--- src/rtl/rrsf_regs.vh ---
// Register offsets, field positions and reset values of the receive status flags
`ifndef RRSF_REGS_VH
`define RRSF_REGS_VH
`define RRSF_ADDR_BUFFER     8'h00
`define RRSF_ADDR_CTRL       8'h05
`define RRSF_ADDR_FLAGS      8'h07
`define RRSF_ADDR_PKT_STATUS 8'h08
`define RRSF_ADDR_COUNT      8'h09
`define RRSF_ADDR_LENGTH     8'h0A
`define RRSF_CTRL_RESET      8'h07
`define RRSF_FLAGS_RESET     8'h00
`define RRSF_STATUS_RESET    8'h08
`define RRSF_ZERO8           8'h00
`define RRSF_ONE8            8'h01
`define RRSF_ONE5            5'h01
`define RRSF_HALF_LEVEL      5'h08
`define RRSF_DEPTH           5'h10
`define RRSF_DEPTH_LAST      5'h0F
`define RRSF_PTR_ONE         4'h1
`define RRSF_MODE_GFSK       2'h0
`define RRSF_MODE_INVALID    2'h3
`define RRSF_BIT_START       7
`define RRSF_BIT_FULL        5
`define RRSF_BIT_HALF        4
`define RRSF_BIT_NOT_EMPTY   3
`define RRSF_BIT_BUF_ERR     2
`define RRSF_BIT_COMPLETE    1
`define RRSF_BIT_ERROR       0
`endif

--- src/rtl/rrsf_top.v ---
// Receive buffer, event flags, packet status, byte count and length registers
`timescale 1ns/10ps
`include "rrsf_regs.vh"

// Notes on behaviour
// - Half-full flag when eight or more bytes
// - Not-empty flag while any byte buffered
// - Buffer error on underrun or overrun; start clears
// - Complete after ACK sent in transaction mode
// - Reading event flags clears complete and error
// - Error on CRC, early end, type, drop
// - Status bit7 set for ACK packet
// - Status bit6 flags unexpected packet type
// - Status bit5 early end, cleared next start
// - Bit4 zero seed, bit3 bad CRC
// - Bit2 code length of last good packet
// - Bits1:0 data mode of last good packet
// - Counter counts payload bytes, equals length
// - Counter cleared whenever length register loads
// - Length loaded from field; bad field loads zero outside GFSK
// - Receive start self-clears on completion or error
// - Interrupt when any flag and enable set
module rrsf_top (
	input  wire       clk,
	input  wire       rst_n,
	input  wire       reg_rd,
	input  wire       reg_wr,
	input  wire [7:0] reg_addr,
	input  wire [7:0] reg_wdata,
	output reg  [7:0] reg_rdata,
	output reg        irq,
	output reg        rx_go,
	input  wire       ack_enable,
	input  wire       packet_start_pattern,
	input  wire       rx_byte_valid,
	input  wire [7:0] rx_byte,
	input  wire       length_valid,
	input  wire [7:0] length_value,
	input  wire       length_bad,
	input  wire       packet_done,
	input  wire       ack_sent,
	input  wire       pkt_is_ack,
	input  wire       pkt_type_expected_ack,
	input  wire       packet_end_marker_early,
	input  wire       crc_zero_seed,
	input  wire       crc_bad,
	input  wire       code_len_64,
	input  wire [1:0] data_mode,
	input  wire       packet_dropped
);

	// Byte store; sixteen entries as the buffer holds
	reg  [7:0] buf_mem [0:15];
	reg  [3:0] wr_ptr;
	reg  [3:0] rd_ptr;
	reg  [4:0] level;
	reg  [7:0] ctrl;
	reg  [7:0] flags;
	reg  [7:0] pkt_status;
	reg  [7:0] byte_count;
	reg  [7:0] rx_length;
	reg        clear_pending;
	reg        pkt_bad;
	reg  [7:0] next_rdata;
	wire       rd_buf;
	wire       rd_flags;
	wire       buf_empty;
	wire       buf_full;
	wire       do_push;
	wire       do_pop;
	wire       frame_err;
	wire       good_done;
	wire       complete_event;
	wire       error_event;

	// Address match used by several read and write decodes
	function hit;
		input [7:0] addr;
		input [7:0] target;
		begin
			hit = (addr == target);
		end
	endfunction

	assign rd_buf    = reg_rd && hit(reg_addr, `RRSF_ADDR_BUFFER);
	assign rd_flags  = reg_rd && hit(reg_addr, `RRSF_ADDR_FLAGS);
	assign buf_empty = (level == 5'h00);
	assign buf_full  = (level == `RRSF_DEPTH);
	assign do_push   = rx_byte_valid && !buf_full;
	assign do_pop    = rd_buf && !buf_empty;
	// Error sources of a finished packet
	assign frame_err = crc_bad || packet_end_marker_early ||
		(pkt_is_ack != pkt_type_expected_ack);
	// In transaction mode completion waits for the ACK to leave
	assign complete_event = ack_enable ? ack_sent : packet_done;
	assign good_done      = complete_event && !frame_err;
	assign error_event    = (packet_done && frame_err) || packet_dropped ||
		(length_valid && length_bad && data_mode != `RRSF_MODE_GFSK);

	// Buffer storage
	always @(posedge clk) begin
		if (do_push) begin
			buf_mem[wr_ptr] <= rx_byte;
		end
	end

	// Buffer pointers and fill level
	always @(posedge clk or negedge rst_n) begin
		if (!rst_n) begin
			wr_ptr <= 4'h0;
			rd_ptr <= 4'h0;
			level  <= 5'h00;
		end else begin
			if (packet_start_pattern && rx_go && buf_empty) begin
				wr_ptr <= 4'h0;
				rd_ptr <= 4'h0;
			end else begin
				if (do_push) begin
					wr_ptr <= wr_ptr + `RRSF_PTR_ONE;
				end
				if (do_pop) begin
					rd_ptr <= rd_ptr + `RRSF_PTR_ONE;
				end
			end
			if (do_push && !do_pop) begin
				level <= level + `RRSF_ONE5;
			end else if (do_pop && !do_push) begin
				level <= level - `RRSF_ONE5;
			end
		end
	end

	// Control register; start bit self-clears on completion or error
	always @(posedge clk or negedge rst_n) begin
		if (!rst_n) begin
			ctrl  <= `RRSF_CTRL_RESET;
			rx_go <= 1'b0;
		end else begin
			if (reg_wr && hit(reg_addr, `RRSF_ADDR_CTRL)) begin
				ctrl <= reg_wdata;
			end
			if (reg_wr && hit(reg_addr, `RRSF_ADDR_CTRL) &&
				reg_wdata[`RRSF_BIT_START]) begin
				rx_go <= 1'b1;
			end else if (complete_event || error_event) begin
				rx_go <= 1'b0;
			end
		end
	end

	// Event flags; a set in the cycle of a clear always wins
	always @(posedge clk or negedge rst_n) begin
		if (!rst_n) begin
			flags         <= `RRSF_FLAGS_RESET;
			clear_pending <= 1'b0;
		end else begin
			clear_pending <= rd_flags;
			flags[7]      <= 1'b0;
			flags[6]      <= 1'b0;
			flags[`RRSF_BIT_FULL] <= (level == `RRSF_DEPTH) ||
				(do_push && !do_pop && level == `RRSF_DEPTH_LAST);
			// Level flags are registered; half and not-empty follow the fill level one cycle late
			flags[`RRSF_BIT_HALF] <= (level >= `RRSF_HALF_LEVEL);
			flags[`RRSF_BIT_NOT_EMPTY] <= !buf_empty;
			if ((rd_buf && buf_empty) || (rx_byte_valid && buf_full)) begin
				flags[`RRSF_BIT_BUF_ERR] <= 1'b1;
			end else if (rx_go && packet_start_pattern) begin
				flags[`RRSF_BIT_BUF_ERR] <= 1'b0;
			end
			if (good_done) begin
				flags[`RRSF_BIT_COMPLETE] <= 1'b1;
			end else if (clear_pending) begin
				flags[`RRSF_BIT_COMPLETE] <= 1'b0;
			end
			if (error_event) begin
				flags[`RRSF_BIT_ERROR] <= 1'b1;
			end else if (clear_pending) begin
				flags[`RRSF_BIT_ERROR] <= 1'b0;
			end
		end
	end

	// Packet status; mode and code length only from good packets
	always @(posedge clk or negedge rst_n) begin
		if (!rst_n) begin
			pkt_status <= `RRSF_STATUS_RESET;
			pkt_bad    <= 1'b0;
		end else begin
			if (packet_start_pattern) begin
				pkt_status[5] <= 1'b0;
				pkt_bad       <= 1'b0;
			end
			if (length_valid && length_bad) begin
				pkt_status[5] <= 1'b1;
				pkt_bad       <= 1'b1;
			end
			if (packet_done) begin
				pkt_status[7] <= pkt_is_ack;
				pkt_status[6] <= (pkt_is_ack != pkt_type_expected_ack);
				if (packet_end_marker_early) begin
					pkt_status[5] <= 1'b1;
				end
				pkt_status[4] <= crc_zero_seed;
				pkt_status[3] <= crc_bad;
				if (!frame_err && !pkt_bad) begin
					pkt_status[2]   <= code_len_64;
					pkt_status[1:0] <= data_mode;
				end
			end
		end
	end

	// Length register and byte counter
	always @(posedge clk or negedge rst_n) begin
		if (!rst_n) begin
			rx_length  <= `RRSF_ZERO8;
			byte_count <= `RRSF_ZERO8;
		end else begin
			if (length_valid) begin
				// Bad fields read zero except at the plain GFSK rate
				if (length_bad && data_mode != `RRSF_MODE_GFSK) begin
					rx_length <= `RRSF_ZERO8;
				end else begin
					rx_length <= length_value;
				end
				byte_count <= `RRSF_ZERO8;
			end else if (rx_byte_valid) begin
				byte_count <= byte_count + `RRSF_ONE8;
			end
		end
	end

	// Read data mux; flag clear lands one cycle after this capture
	always @* begin
		next_rdata = `RRSF_ZERO8;
		case (reg_addr)
			`RRSF_ADDR_BUFFER:     next_rdata = buf_mem[rd_ptr];
			`RRSF_ADDR_CTRL:       next_rdata = {rx_go, ctrl[6:0]};
			`RRSF_ADDR_FLAGS:      next_rdata = flags;
			`RRSF_ADDR_PKT_STATUS: next_rdata = pkt_status;
			`RRSF_ADDR_COUNT:      next_rdata = byte_count;
			`RRSF_ADDR_LENGTH:     next_rdata = rx_length;
			default:               next_rdata = `RRSF_ZERO8;
		endcase
	end

	// Registered read data and interrupt output
	always @(posedge clk or negedge rst_n) begin
		if (!rst_n) begin
			reg_rdata <= `RRSF_ZERO8;
			irq       <= 1'b0;
		end else begin
			if (reg_rd) begin
				reg_rdata <= buf_empty && rd_buf ? `RRSF_ZERO8 : next_rdata;
			end
			irq <= |(flags[5:0] & ctrl[5:0]);
		end
	end

endmodule

--- config.mk ---
export PLATFORM = sky130hd
export DESIGN_NAME = rrsf_top
export DESIGN_NICKNAME = d
export VERILOG_FILES = /design/src/rtl/rrsf_top.v
export VERILOG_INCLUDE_DIRS = /design/src /design/src/rtl
export SDC_FILE = /design/constraint.sdc
export NUM_CORES = 1
export LEC_CHECK = 0
export ABC_AREA = 1
export BUFFER_PORTS_ARGS = -buffer_cell sky130_fd_sc_hd__buf_2
export CAP_MARGIN = 20
export CORE_UTILIZATION = 30
export DETAILED_ROUTE_END_ITERATION = 8
export PLACE_DENSITY = 0.53
export SLEW_MARGIN = 15
export SYNTH_ARGS = -nofsm -noshare
export SYNTH_HDL_FRONTEND = slang
export SYNTH_SLANG_ARGS = --single-unit
--- constraint.sdc ---
create_clock -name clk -period 2.2 [get_ports clk]
set_input_delay 0.44 -clock clk [delete_from_list [all_inputs] [get_ports clk]]
set_output_delay 0.44 -clock clk [all_outputs]
set_load 0.01 [all_outputs]
# After elaboration in Yosys (flattened, before gate mapping)
# Memories as Yosys holds them, arrays and structs flattened.
# Cells that the tools add are included.
# totals
regBits	62
ram_bits	128
output_inout_bits	10
memories	1
# classes
n_addsub	5
magnitude_cmp	1
eq_ne	8
mux	28
bitwise_logic	1
reduce_logical	46
# mem_list
name	words	word_bits	rd	rd_clocked_by_memory_dff	wr	line	source
buf_mem	16	8	1	0	1	rrsf_top.v:53	reg [7:0] buf_mem [0:15];
# op_table
operator	count
$pmux W8 S6	1
$mux W8	4
$eq A8 B4 Y1 const B	3
$reduce_bool A2 Y1	10
$logic_and A1 B1 Y1	19
$eq A8 B3 Y1 const B	2
$mux W4	4
$mux W1	15
$mux W5	2
$add A4 B1 Y4 const B	2
$add A8 B1 Y8 const B	1
$logic_not A8 Y1	1
$logic_or A1 B1 Y1	7
$and A6 B6 Y6	1
$logic_not A1 Y1	6
$mux W6	1
$reduce_or A6 Y1	1
$add A5 B1 Y5 const B	1
$eq A5 B4 Y1 const B	1
$eq A5 B5 Y1 const B	1
$ge A5 B4 Y1 const B	1
$logic_not A5 Y1	1
$sub A5 B1 Y5 const B	1
$mux W3	1
other kinds (2)	2

# Logic depth before layout (Yosys ltp)
# Gate-level depths: netlist (run 1).
# depth
depth_word	8
depth_mapped	16
ltp_nobuf	16

# Worst setup path before layout (run 1)
# No wires, ideal clock.
# synth_path
path_type	input-to-reg
from	input reg_addr[7]
to	register level[4]
setup_time_ns	0.123
arrival_time_ns	2.218
t_required_ns	2.077
slack_ns	-0.141
cell_stages	14
path_cell_list	nor2_4 nand3_4 inv_2 nand2_2 nor3_4 inv_2 ha_1 inv_1 ha_1 nand2_1 a21oi_1 o21ai_0 nand3_1 xor2_1
# synth_between
elab_chain_len	6
word_cells_on_any_way	8
cone_classes	1 x mux; 7 x reduce/logical
# synth_lines
item	line	source
start, declared	rrsf_top.v:28	input wire [7:0] reg_addr,
$logic_not A8 Y1 (*)	rrsf_top.v:81	hit = (addr == target);
$logic_and A1 B1 Y1 (*)	rrsf_top.v:85	assign rd_buf = reg_rd && hit(reg_addr, `RRSF_ADDR_BUFFER);
$logic_and A1 B1 Y1 (*)	rrsf_top.v:90	assign do_pop = rd_buf && !buf_empty;
$logic_not A1 Y1	rrsf_top.v:125	if (do_push && !do_pop) begin
$logic_and A1 B1 Y1	rrsf_top.v:125	
$mux W5 or $reduce_bool A2 Y1 (tied branches)	n/a	
end signal, assigned	rrsf_top.v:126	level <= level + `RRSF_ONE5;
end signal, assigned	rrsf_top.v:128	level <= level - `RRSF_ONE5;
end, declared	rrsf_top.v:56	reg [4:0] level;
# Every way passes the cells marked *; elsewhere a longest branch is shown, timed or not.
# A chain may end at the register's enable or synchronous reset.

# Worst setup path in the final report (run 1)
# layout_path
from	register level[2]
to	register level[4]
# layout_between
elab_chain_len	6
word_cells_on_any_way	15
cone_classes	2 x add/sub; 1 x eq/ne; 2 x mux; 10 x reduce/logical
# layout_lines
item
branches (longest 6 deep; another with $sub A5 B1 Y5)
# Parallel ways; which one is timed is not known. The select of a mux whose other input is x is not followed.

==> flow_metrics.env, run 1 <==
export IMPL_rr_startpoint="level[2]"
export IMPL_setup_ws_ns=0.0947
export IMPL_min_period_ns=2.11
export IMPL_slowest_delay_ns=0.39
export IMPL_whs_endpoint="ctrl[2]"
export IMPL_syn_area_per_cell_sq_um=9.18
export IMPL_p_total_mw=9.27
export IMPL_fp_dieArea_sq_um=30200
export IMPL_instances_no_fill=1446
export IMPL_utilization=0.363
export IMPL_yosysMostFrequentCell="nand2_1"
export IMPL_synth_top_cell_area_share=0.435
export IMPL_synthesis_nets=1026
export IMPL_placed_area_sq_um=9820
export IMPL_mappedNetlistArea_sq_um=8840
export IMPL_antenna_found_initial=0
export IMPL_area_delta_synth_final_pct=18.6
export IMPL_synthTopCellsByCount="316 x nand2_1, 158 x nand3_1, 137 x inv_1"
export IMPL_ys_warn_count=0
export IMPL_synth_edf_count=128
export IMPL_layout_nets=1112
export IMPL_clock_path_buffers=2
export IMPL_drtAntennaViolNets=0
export IMPL_end_kind="flip-flop"
export IMPL_multi_input_area_sq_um=2790
export IMPL_drtPass1Iterations=5
export IMPL_dr_total_vias=6486
export IMPL_preCtsSetupSlack_ns=-0.207
export IMPL_fin_hold_ws_ns=0.201
export IMPL_hold_viol=0
export IMPL_ys_top_cells_by_area="edfxtp_1 43%, dfrtp_1 16%, nand2_1 13%, nand3_1 8.9%, inv_1 5.8%"
export IMPL_die_x_microns=174
export IMPL_cts_tree="done"
export IMPL_synth_ff_type="edfxtp_1"
export IMPL_rows=62
export IMPL_arrival_ns=2.43
export IMPL_hpwl_microns=15000
export IMPL_hold_start="reg_wdata[2]"
export IMPL_run_status="finished clean"
export IMPL_clk_pin_slew_ns=0.07
export IMPL_holdPathStages=3
export IMPL_power_leakage_nw=4.82
export IMPL_grt_ovfl_total=0
export IMPL_crit_family="simple AND/OR/NAND/NOR gates"
export IMPL_initial_core_util=0.306
export IMPL_synth_top_area_cell="edfxtp_1"
export IMPL_rsz0062_at_grt="yes"
export IMPL_setup_tns_ns=0
export IMPL_drt_iter0_markers=426
export IMPL_final_setup_viol_count=0
export IMPL_ys_ff_latch=190
export IMPL_rrSetupSlack_ns=0.09
export IMPL_slew_violations=0
export IMPL_htreeDepth=4
export IMPL_track_usage=0.146
export IMPL_crit_slowest_cell="dfrtp_1"
export IMPL_critPathRequiredTime_ns=2.52
export IMPL_skew_ns=0.0189
export IMPL_min_path_type="input pin to flip-flop"
export IMPL_synth_cell_type_count=37
export IMPL_seqCellArea_sq_um=5400
export IMPL_grt_max_degree=37
export IMPL_cap_violations=0
export IMPL_grt_pass1_wl_microns=33700
export IMPL_io_buffers=61
export IMPL_drc=0
export IMPL_drive_gt1_frac=0.153
export IMPL_synth_async_reset_ratio=0.326
export IMPL_critPathMaxFanout=5
export IMPL_place_inst=1413
export IMPL_clkSinkCount=190
export IMPL_powerDensity_nw_per_um2=884
export IMPL_grt_pass1_vias=6248
export IMPL_ir_worst_vdd_mv=0.658
export IMPL_worstSetupStartpointType="flip-flop"
export IMPL_place_gp_congestion=0.853
export IMPL_slew_headroom=0.474
export IMPL_clk_latency_ns=0.44
export IMPL_cts_made_buffers=17
export IMPL_r2r_end="level[4]"
export IMPL_routedWlPerCell_microns=14.8
export IMPL_nFillCells=2904
export IMPL_worstRegToRegCells=13
export IMPL_drt_wl_total_microns=21400
export IMPL_finalInstanceArea_sq_um=10500
export IMPL_ys_seq_area_frac=0.611
export IMPL_post_cts_setup_buffers=0
export IMPL_root_buffer="clkbuf_16"
export IMPL_fmax_mhz=475
export IMPL_antennaDiodeCount=0
export IMPL_via_per_inst=4.49
export IMPL_path_buf_inv=2
export IMPL_critPathKind="flip-flop to flip-flop"
export IMPL_tightest_slew_ns=0.786
export IMPL_worstSetupPathDepth=13
export IMPL_die_h_microns=174
export IMPL_syn_inst=963
export IMPL_design_core_area_sq_um=28900
export IMPL_period_share=0.957
export IMPL_cp_cell_sequence="nor2_2 > nand3_2 > nor2_4 > nor3_4 > inv_2 > ha_4 > inv_4 > fa_2 > nand2_2 > a21oi_2 > o21ai_1 > nand3_1 > xor2_1"
export IMPL_ios=62
final cells by class:
type                            count  area share
Tap cell                          384      0.0458
Timing Repair Buffer               96      0.0592
Inverter                          149      0.0540
Clock inverter                     15      0.0196
Sequential cell                   190       0.515
Clock buffer                       17      0.0406
Multi-Input combinational cell    595       0.266
how the worst max path moves through the flow:
stage                      startpoint  endpoint  slack [ns]
after floorplan           reg_addr[7]  level[3]       -0.03
final                        level[2]  level[4]        0.09
after global placement    reg_addr[1]  level[3]       -0.22
after global routing         level[2]  level[4]       -0.03
after detailed placement  reg_addr[1]  level[4]       -0.21
after CTS                    level[1]  level[4]        0.01
timing repair:
action | CTS | global route
hold buffers | 1 | 0
endpoints found under the hold margin | 13 | 0
gates resized for setup | 1 | 8
pin swaps | 0 | 2
endpoints found under the setup margin | 2 | 26
where the power goes:
group	switching (mW)	internal [mW]
sequential	0.188	4.22
clock	1.64	1.60
combinational	1.07	0.566
total	2.89	6.38
flip-flops by register name, summed over array words and instances (netlist names), 4 cells and up:
name,cells
buf_mem,128
byte_count,8
pkt_status,8
reg_rdata,8
rx_length,8
ctrl,7
flags,6
level,5
rd_ptr,4
wr_ptr,4
worst register-to-register path, delay by kind of cell, from the launching register on:
family          cells  cell delay, ns
fa+ha+maj           2            0.50
xor+xnor            1            0.14
flops               1            0.39
simple gates        6            0.69
buf+inv             2            0.12
compound gates      2            0.17
placed cells by master (no fill, tap or decap), types with 2 or more instances in the layout:
cell,n
o21ai_1,9
o31ai_1,2
nor3_2,3
nand3_1,157
buf_12,4
buf_2,61
clkinv_1,4
inv_2,7
inv_6,2
nor2_4,3
nor2_2,2
inv_1,135
ha_4,2
clkinv_8,3
buf_4,30
inv_4,3
inv_8,3
nand4_1,3
nand2_1,314
clkbuf_16,17
o211ai_1,2
o21ai_0,16
inv_12,6
dfrtp_1,57
nand2_2,3
nor2_1,43
xor2_1,3
dfstp_2,4
xnor2_1,2
edfxtp_1,128
a21oi_1,10
ha_1,8
layer usage:
metal	up-vias	wire [microns]	global-route usage
met5	-	0	0
met4	0	407	0.0508
met1	3052	9530	0.188
met3	28	730	0.0206
li1	3284	-	-
met2	122	10800	0.251
kinds of logic after synthesis:
kind of cell,after synthesis,share of synthesized area
AND/OR/NAND/NOR,533,0.257
flip-flops,190,0.611
buffers and inverters,178,0.0805
AO/OA/AOI/OAI,46,0.0301
adder cells (fa/ha/maj),11,0.0164
XOR/XNOR,5,0.00495
(Power assumes the default switching activity.)
==> inputs of run 2 (changes only) <==
- CORE_UTILIZATION: 30 -> 40
- PLACE_DENSITY: 0.53 -> 0.65
- REMOVE_ABC_BUFFERS: unset -> 1
==> run 2 against run 1 <==
  * Sequential cell count unchanged
  * Final area shrank 1.0%
  * Die area decreased by 25%
  * Core utilization increased by 11 points
  * Register-to-register slack better by 0.02 ns
  * Clock skew shrank 0.0032 ns
  * Largest cell class unchanged
  * First-iteration DRC count is 31% higher
  * Fmax is 0.82% higher
  * Critical path type unchanged
  * Combinational power increased by 2%
  * Power down 0.93%
  * Non-clock buffer count is 9 higher
  * Via count grew 2.7%
==> flow_metrics.env, run 2 (same netlist as run 1, synthesis figures left out) <==
export IMPL_drt_iter0_markers=556
export IMPL_grt_pass1_wl_microns=32400
export IMPL_via_per_inst=4.93
export IMPL_antenna_found_initial=0
export IMPL_die_x_microns=151
export IMPL_layout_commonest_cell="nand2_1"
export IMPL_min_period_ns=2.09
export IMPL_mostFrequentLayoutCells="315 x nand2_1, 157 x nand3_1, 136 x inv_1, 128 x edfxtp_1, 61 x buf_2"
export IMPL_worstSetupPathDepth=13
export IMPL_finalInstanceArea_sq_um=10400
export IMPL_place_gp_congestion=0.823
export IMPL_critPathKind="flip-flop to flip-flop"
export IMPL_min_path_type="input pin to flip-flop"
export IMPL_layout_nets=1121
export IMPL_grt_ovfl_total=0
export IMPL_fp_dieArea_sq_um=22700
export IMPL_place_inst=1316
export IMPL_placed_area_sq_um=9700
export IMPL_setup_ws_ns=0.112
export IMPL_clkSinkCount=190
export IMPL_largest_register_ffs=128
export IMPL_tightest_slew_ns=0.937
export IMPL_grt_max_degree=67
export IMPL_slew_violations=0
export IMPL_critPathMaxFanout=5
export IMPL_skew_ns=0.0157
export IMPL_hpwl_microns=13900
export IMPL_cp_cell_sequence="nor2_2 > nand3_2 > nor2_4 > nor3_4 > inv_2 > ha_4 > inv_4 > fa_2 > nand2_1 > a21oi_2 > o21ai_1 > nand3_1 > xor2_1"
export IMPL_power_leakage_nw=4.85
export IMPL_cts_tree="done"
export IMPL_area_delta_synth_final_pct=17.4
export IMPL_arrival_ns=2.41
export IMPL_clk_latency_ns=0.44
export IMPL_rsz0062_at_grt="no"
export IMPL_track_usage=0.189
export IMPL_io_buffers=61
export IMPL_fmax_mhz=479
export IMPL_drc=0
export IMPL_initial_core_util=0.406
export IMPL_routedWlPerCell_microns=15.1
export IMPL_final_setup_viol_count=0
export IMPL_rrSetupSlack_ns=0.11
export IMPL_critPathRequiredTime_ns=2.52
export IMPL_crit_slowest_cell="dfrtp_1"
export IMPL_die_h_microns=151
export IMPL_rows=54
export IMPL_design_core_area_sq_um=21800
export IMPL_grt_pass1_vias=6078
export IMPL_slowest_delay_ns=0.39
export IMPL_drtPass1Iterations=5
export IMPL_clock_path_buffers=2
export IMPL_drive_gt1_frac=0.156
export IMPL_powerDensity_nw_per_um2=885
export IMPL_setup_worst_path_end="level[4]"
export IMPL_period_share=0.949
export IMPL_htreeDepth=4
export IMPL_drt_wl_total_microns=20500
export IMPL_end_kind="flip-flop"
export IMPL_preCtsSetupSlack_ns=-0.381
export IMPL_dr_total_vias=6664
export IMPL_path_buf_inv=2
export IMPL_top_register="buf_mem"
export IMPL_startpoint="level[2]"
export IMPL_r2r_end="level[4]"
export IMPL_clk_pin_slew_ns=0.07
export IMPL_crit_family="simple AND/OR/NAND/NOR gates"
export IMPL_slew_headroom=0.373
export IMPL_cap_violations=0
export IMPL_run_status="finished clean"
export IMPL_ios=62
export IMPL_instances_no_fill=1351
export IMPL_antennaDiodeCount=0
export IMPL_cts_made_buffers=17
export IMPL_worstRegToRegCells=13
export IMPL_ir_worst_vdd_mv=0.483
export IMPL_drtAntennaViolNets=0
export IMPL_rr_startpoint="level[2]"
export IMPL_root_buffer="clkbuf_16"
export IMPL_worstSetupStartpointType="flip-flop"
export IMPL_hold_viol=0
==> run 2: cell types whose count changed in the layout (fill, tap and decap cells not counted), sizes merged <==
cell	change
clkinv	+4
buf	+9
inv	-3
clkinvlp	-1
==> run 2: layout make-up <==
type	count	area (sq um)
Timing Repair Buffer	105	688
Tap cell	280	350
Sequential cell	190	5400
Inverter	149	564
Clock inverter	15	184
Clock buffer	17	425
Multi-Input combinational cell	595	2770
Fill cell	2033	11400
==> run 2: worst reg2reg max path, delay by kind of cell, from the launching register on <==
family	cells	cell delay, ns
compound gates	2	0.20
flops	1	0.39
simple gates	6	0.65
xor+xnor	1	0.15
fa+ha+maj	2	0.48
buf+inv	2	0.12
==> run 2: report_power, final <==
| group | internal, mW | switching, mW | leakage (nW) |
|---|---|---|---|
| sequential | 4.22 | 0.179 | 1.92 |
| combinational | 0.591 | 1.08 | 2.64 |
| clock | 1.55 | 1.56 | 0.296 |
| total | 6.36 | 2.82 | 4.85 |
==> run 2: metal layers <==
layer  wire [microns]  part of all wire  GRT usage  vias up
li1                 -                 -          -     3304
met1             9500              0.46      0.267     3163
met2             9710              0.47      0.301      169
met3              923             0.045     0.0279       28
met4              323             0.016     0.0550        0
met5                0                 0          0        -
==> run 2: metrics by stage <==
step            util  TNS [ns]  hold slack [ns]  power (mW)
2_1_floorplan      -     -4.69            0.144        5.36
3_3_place_gp   0.446    -0.624            0.441        6.02
3_5_place_dp   0.446    -0.926            0.446        6.07
4_1_cts        0.475         0            0.187        9.19
5_1_grt        0.477         0            0.204        9.59
6_report       0.477         0            0.199        9.18
==> run 2: worst min path at each step <==
stage | start | endpoint | cells after the start
floorplan | rst_n | byte_count[0] | 0
global route | reg_wdata[0] | ctrl[0] | 3
detailed placement | rst_n | pkt_status[2] | 1
global placement | rst_n | pkt_status[2] | 1
finish | reg_wdata[2] | ctrl[2] | 3
CTS | reg_wdata[2] | ctrl[2] | 3
==> run 2: timing repair <==
action	CTS	global route
hold buffers	1	0
hold endpoints to repair	15	0
endpoints found under the setup margin	2	2
resized for setup	6	10
pin swaps	1	4
buffers inserted	1	1
==> inputs of run 3 (changes only) <==
- PLACE_DENSITY: 0.65 -> 0.63
- REMOVE_ABC_BUFFERS: 1 -> unset
- clock period: 2.2 -> 2.6 ns (I/O delays scaled with it)
==> run 3 against run 2 <==
  * Hold slack worse by 0.11 ns
  * Final area down 1.5%
  * First-iteration DRC count down 5.0%
  * Highest routed layer unchanged
  * Global-route usage down 0.22 points
  * Critical endpoint is now level[3]
  * Largest cell class unchanged
  * Via count down 2.7%
  * Critical path type unchanged
  * Fmax down 10%
  * Cell count down 0.96%
==> flow_metrics.env, run 3 (same netlist as run 1, synthesis figures left out) <==
export IMPL_arrival_ns=2.68
export IMPL_die_x_microns=151
export IMPL_instances_no_fill=1338
export IMPL_fmax_mhz=429
export IMPL_drtPass1Iterations=7
export IMPL_drt_iter0_markers=528
export IMPL_worstSetupStartpointType="flip-flop"
export IMPL_ir_worst_vdd_mv=0.415
export IMPL_fp_dieArea_sq_um=22700
export IMPL_intPower_mw=5.36
export IMPL_final_setup_viol_count=0
export IMPL_place_gp_congestion=0.832
export IMPL_track_usage=0.187
export IMPL_powerDensity_nw_per_um2=744
export IMPL_drtAntennaViolNets=0
export IMPL_antenna_found_initial=0
export IMPL_drive_gt1_frac=0.140
export IMPL_clock_path_buffers=2
export IMPL_slew_headroom=0.510
export IMPL_grt_max_degree=67
export IMPL_rsz0062_at_grt="no"
export IMPL_pwr_share_clk=0.345
export IMPL_run_status="finished clean"
export IMPL_cpMostUsedCell="inv_1"
export IMPL_finalInstanceArea_sq_um=10200
export IMPL_root_buffer="clkbuf_16"
export IMPL_min_period_ns=2.33
export IMPL_p_seq_frac=0.492
export IMPL_critPathMaxFanout=5
export IMPL_cts_tree="done"
export IMPL_critPathKind="flip-flop to flip-flop"
export IMPL_nFillCells=2090
export IMPL_p_sw_mw=2.24
export IMPL_clk_latency_ns=0.43
export IMPL_design_core_area_sq_um=21800
export IMPL_clk_pin_slew_ns=0.07
export IMPL_hold_viol=0
export IMPL_skew_ns=0.00949
export IMPL_cp_cell_sequence="inv_1 > nand3_1 > nor2_4 > nor3_4 > inv_2 > ha_1 > inv_1 > ha_1 > nand2_1 > inv_1 > o21ai_0 > nand2_1 > o21ai_0 > a21oi_1 > a21oi_1"
export IMPL_grt_pass1_wl_microns=31700
export IMPL_path_buf_inv=4
export IMPL_layout_commonest_cell="nand2_1"
export IMPL_routedWlPerCell_microns=14.9
export IMPL_end_kind="flip-flop"
export IMPL_cts_made_buffers=17
export IMPL_area_delta_synth_final_pct=15.6
export IMPL_placed_area_sq_um=9620
export IMPL_slew_violations=0
export IMPL_crit_family="simple AND/OR/NAND/NOR gates"
export IMPL_power_frac_comb=0.163
export IMPL_critPathRequiredTime_ns=2.95
export IMPL_drc=0
export IMPL_min_path_type="input pin to asynchronous set/reset pin"
export IMPL_fin_hold_ws_ns=0.0924
export IMPL_top_register="buf_mem"
export IMPL_largest_register_ffs=128
export IMPL_initial_core_util=0.406
export IMPL_seqCellArea_sq_um=5400
export IMPL_multi_input_area_sq_um=2740
export IMPL_htreeDepth=4
export IMPL_via_per_inst=4.85
export IMPL_die_h_microns=151
export IMPL_p_sw_frac=0.295
export IMPL_cap_violations=0
export IMPL_hpwl_microns=13500
export IMPL_period_share=0.897
export IMPL_crit_slowest_cell="dfrtp_1"
export IMPL_post_cts_setup_buffers=0
export IMPL_layout_nets=1108
export IMPL_ios=62
export IMPL_mostFrequentLayoutCells="316 x nand2_1, 158 x nand3_1, 137 x inv_1, 128 x edfxtp_1, 61 x buf_2"
export IMPL_grt_ovfl_total=0
export IMPL_place_inst=1306
export IMPL_slowest_delay_ns=0.47
export IMPL_dr_total_vias=6484
export IMPL_clkSinkCount=190
export IMPL_antennaDiodeCount=0
export IMPL_drt_wl_total_microns=19900
export IMPL_power_leakage_nw=4.78
export IMPL_tightest_slew_ns=0.736
export IMPL_grt_pass1_vias=6026
export IMPL_io_buffers=61
export IMPL_rows=54
run 3: what timing repair did:
| item | 4_1_cts | 5_1_grt |
|---|---|---|
| hold endpoints to repair | 0 | 0 |
| resized for setup | 0 | 3 |
| setup endpoints to repair | 0 | 1 |
| hold buffers | 0 | 0 |
run 3: worst paths after layout:
check                              startpoint  slack [ns]  depth (start not counted)            end
worst min register to register  byte_count[6]        0.47                          1  byte_count[6]
worst min-delay path                    rst_n        0.09                          2  pkt_status[2]
worst max-delay path                 level[0]        0.27                         15       level[3]
min in group clk                 reg_wdata[3]        0.29                          3        ctrl[3]
worst max register to register       level[0]        0.27                         15       level[3]
max in group asynchronous               rst_n        2.19                          2        ctrl[1]
run 3: power by group through the flow:
stage	registers, mW	logic [mW]	clock network, mW
finish	3.75	1.24	2.62
global route	3.78	1.41	2.80
CTS	3.74	1.25	2.67
detailed placement	3.80	1.24	0
global placement	3.80	1.21	0
floorplan	3.75	0.818	0
run 3: routing by layer:
metal,track usage,wire length [microns],up-vias
met5,0,0,-
met4,0.0620,327,0
met3,0.0312,794,24
met2,0.307,9730,128
met1,0.251,9020,3058
li1,-,-,3274
run 3: layout make-up:
class                   instances  share of cell area
flip-flops and latches        190               0.529
multi-input cells             595               0.268
repair buffers                 92              0.0563
inverters                     149              0.0547
clock buffers                  18              0.0420
well taps                     280              0.0343
clock inverters                14              0.0165
run 3: through the flow:
stage                     setup slack (ns)   util  TNS (ns)  power, mW
after floorplan                      0.179      -         0       4.57
after global placement             -0.0214  0.442   -0.0276       5.01
after detailed placement           -0.0676  0.442    -0.126       5.04
after CTS                            0.200  0.469         0       7.66
after global routing                0.0152  0.470         0       7.99
final                                0.269  0.470         0       7.61
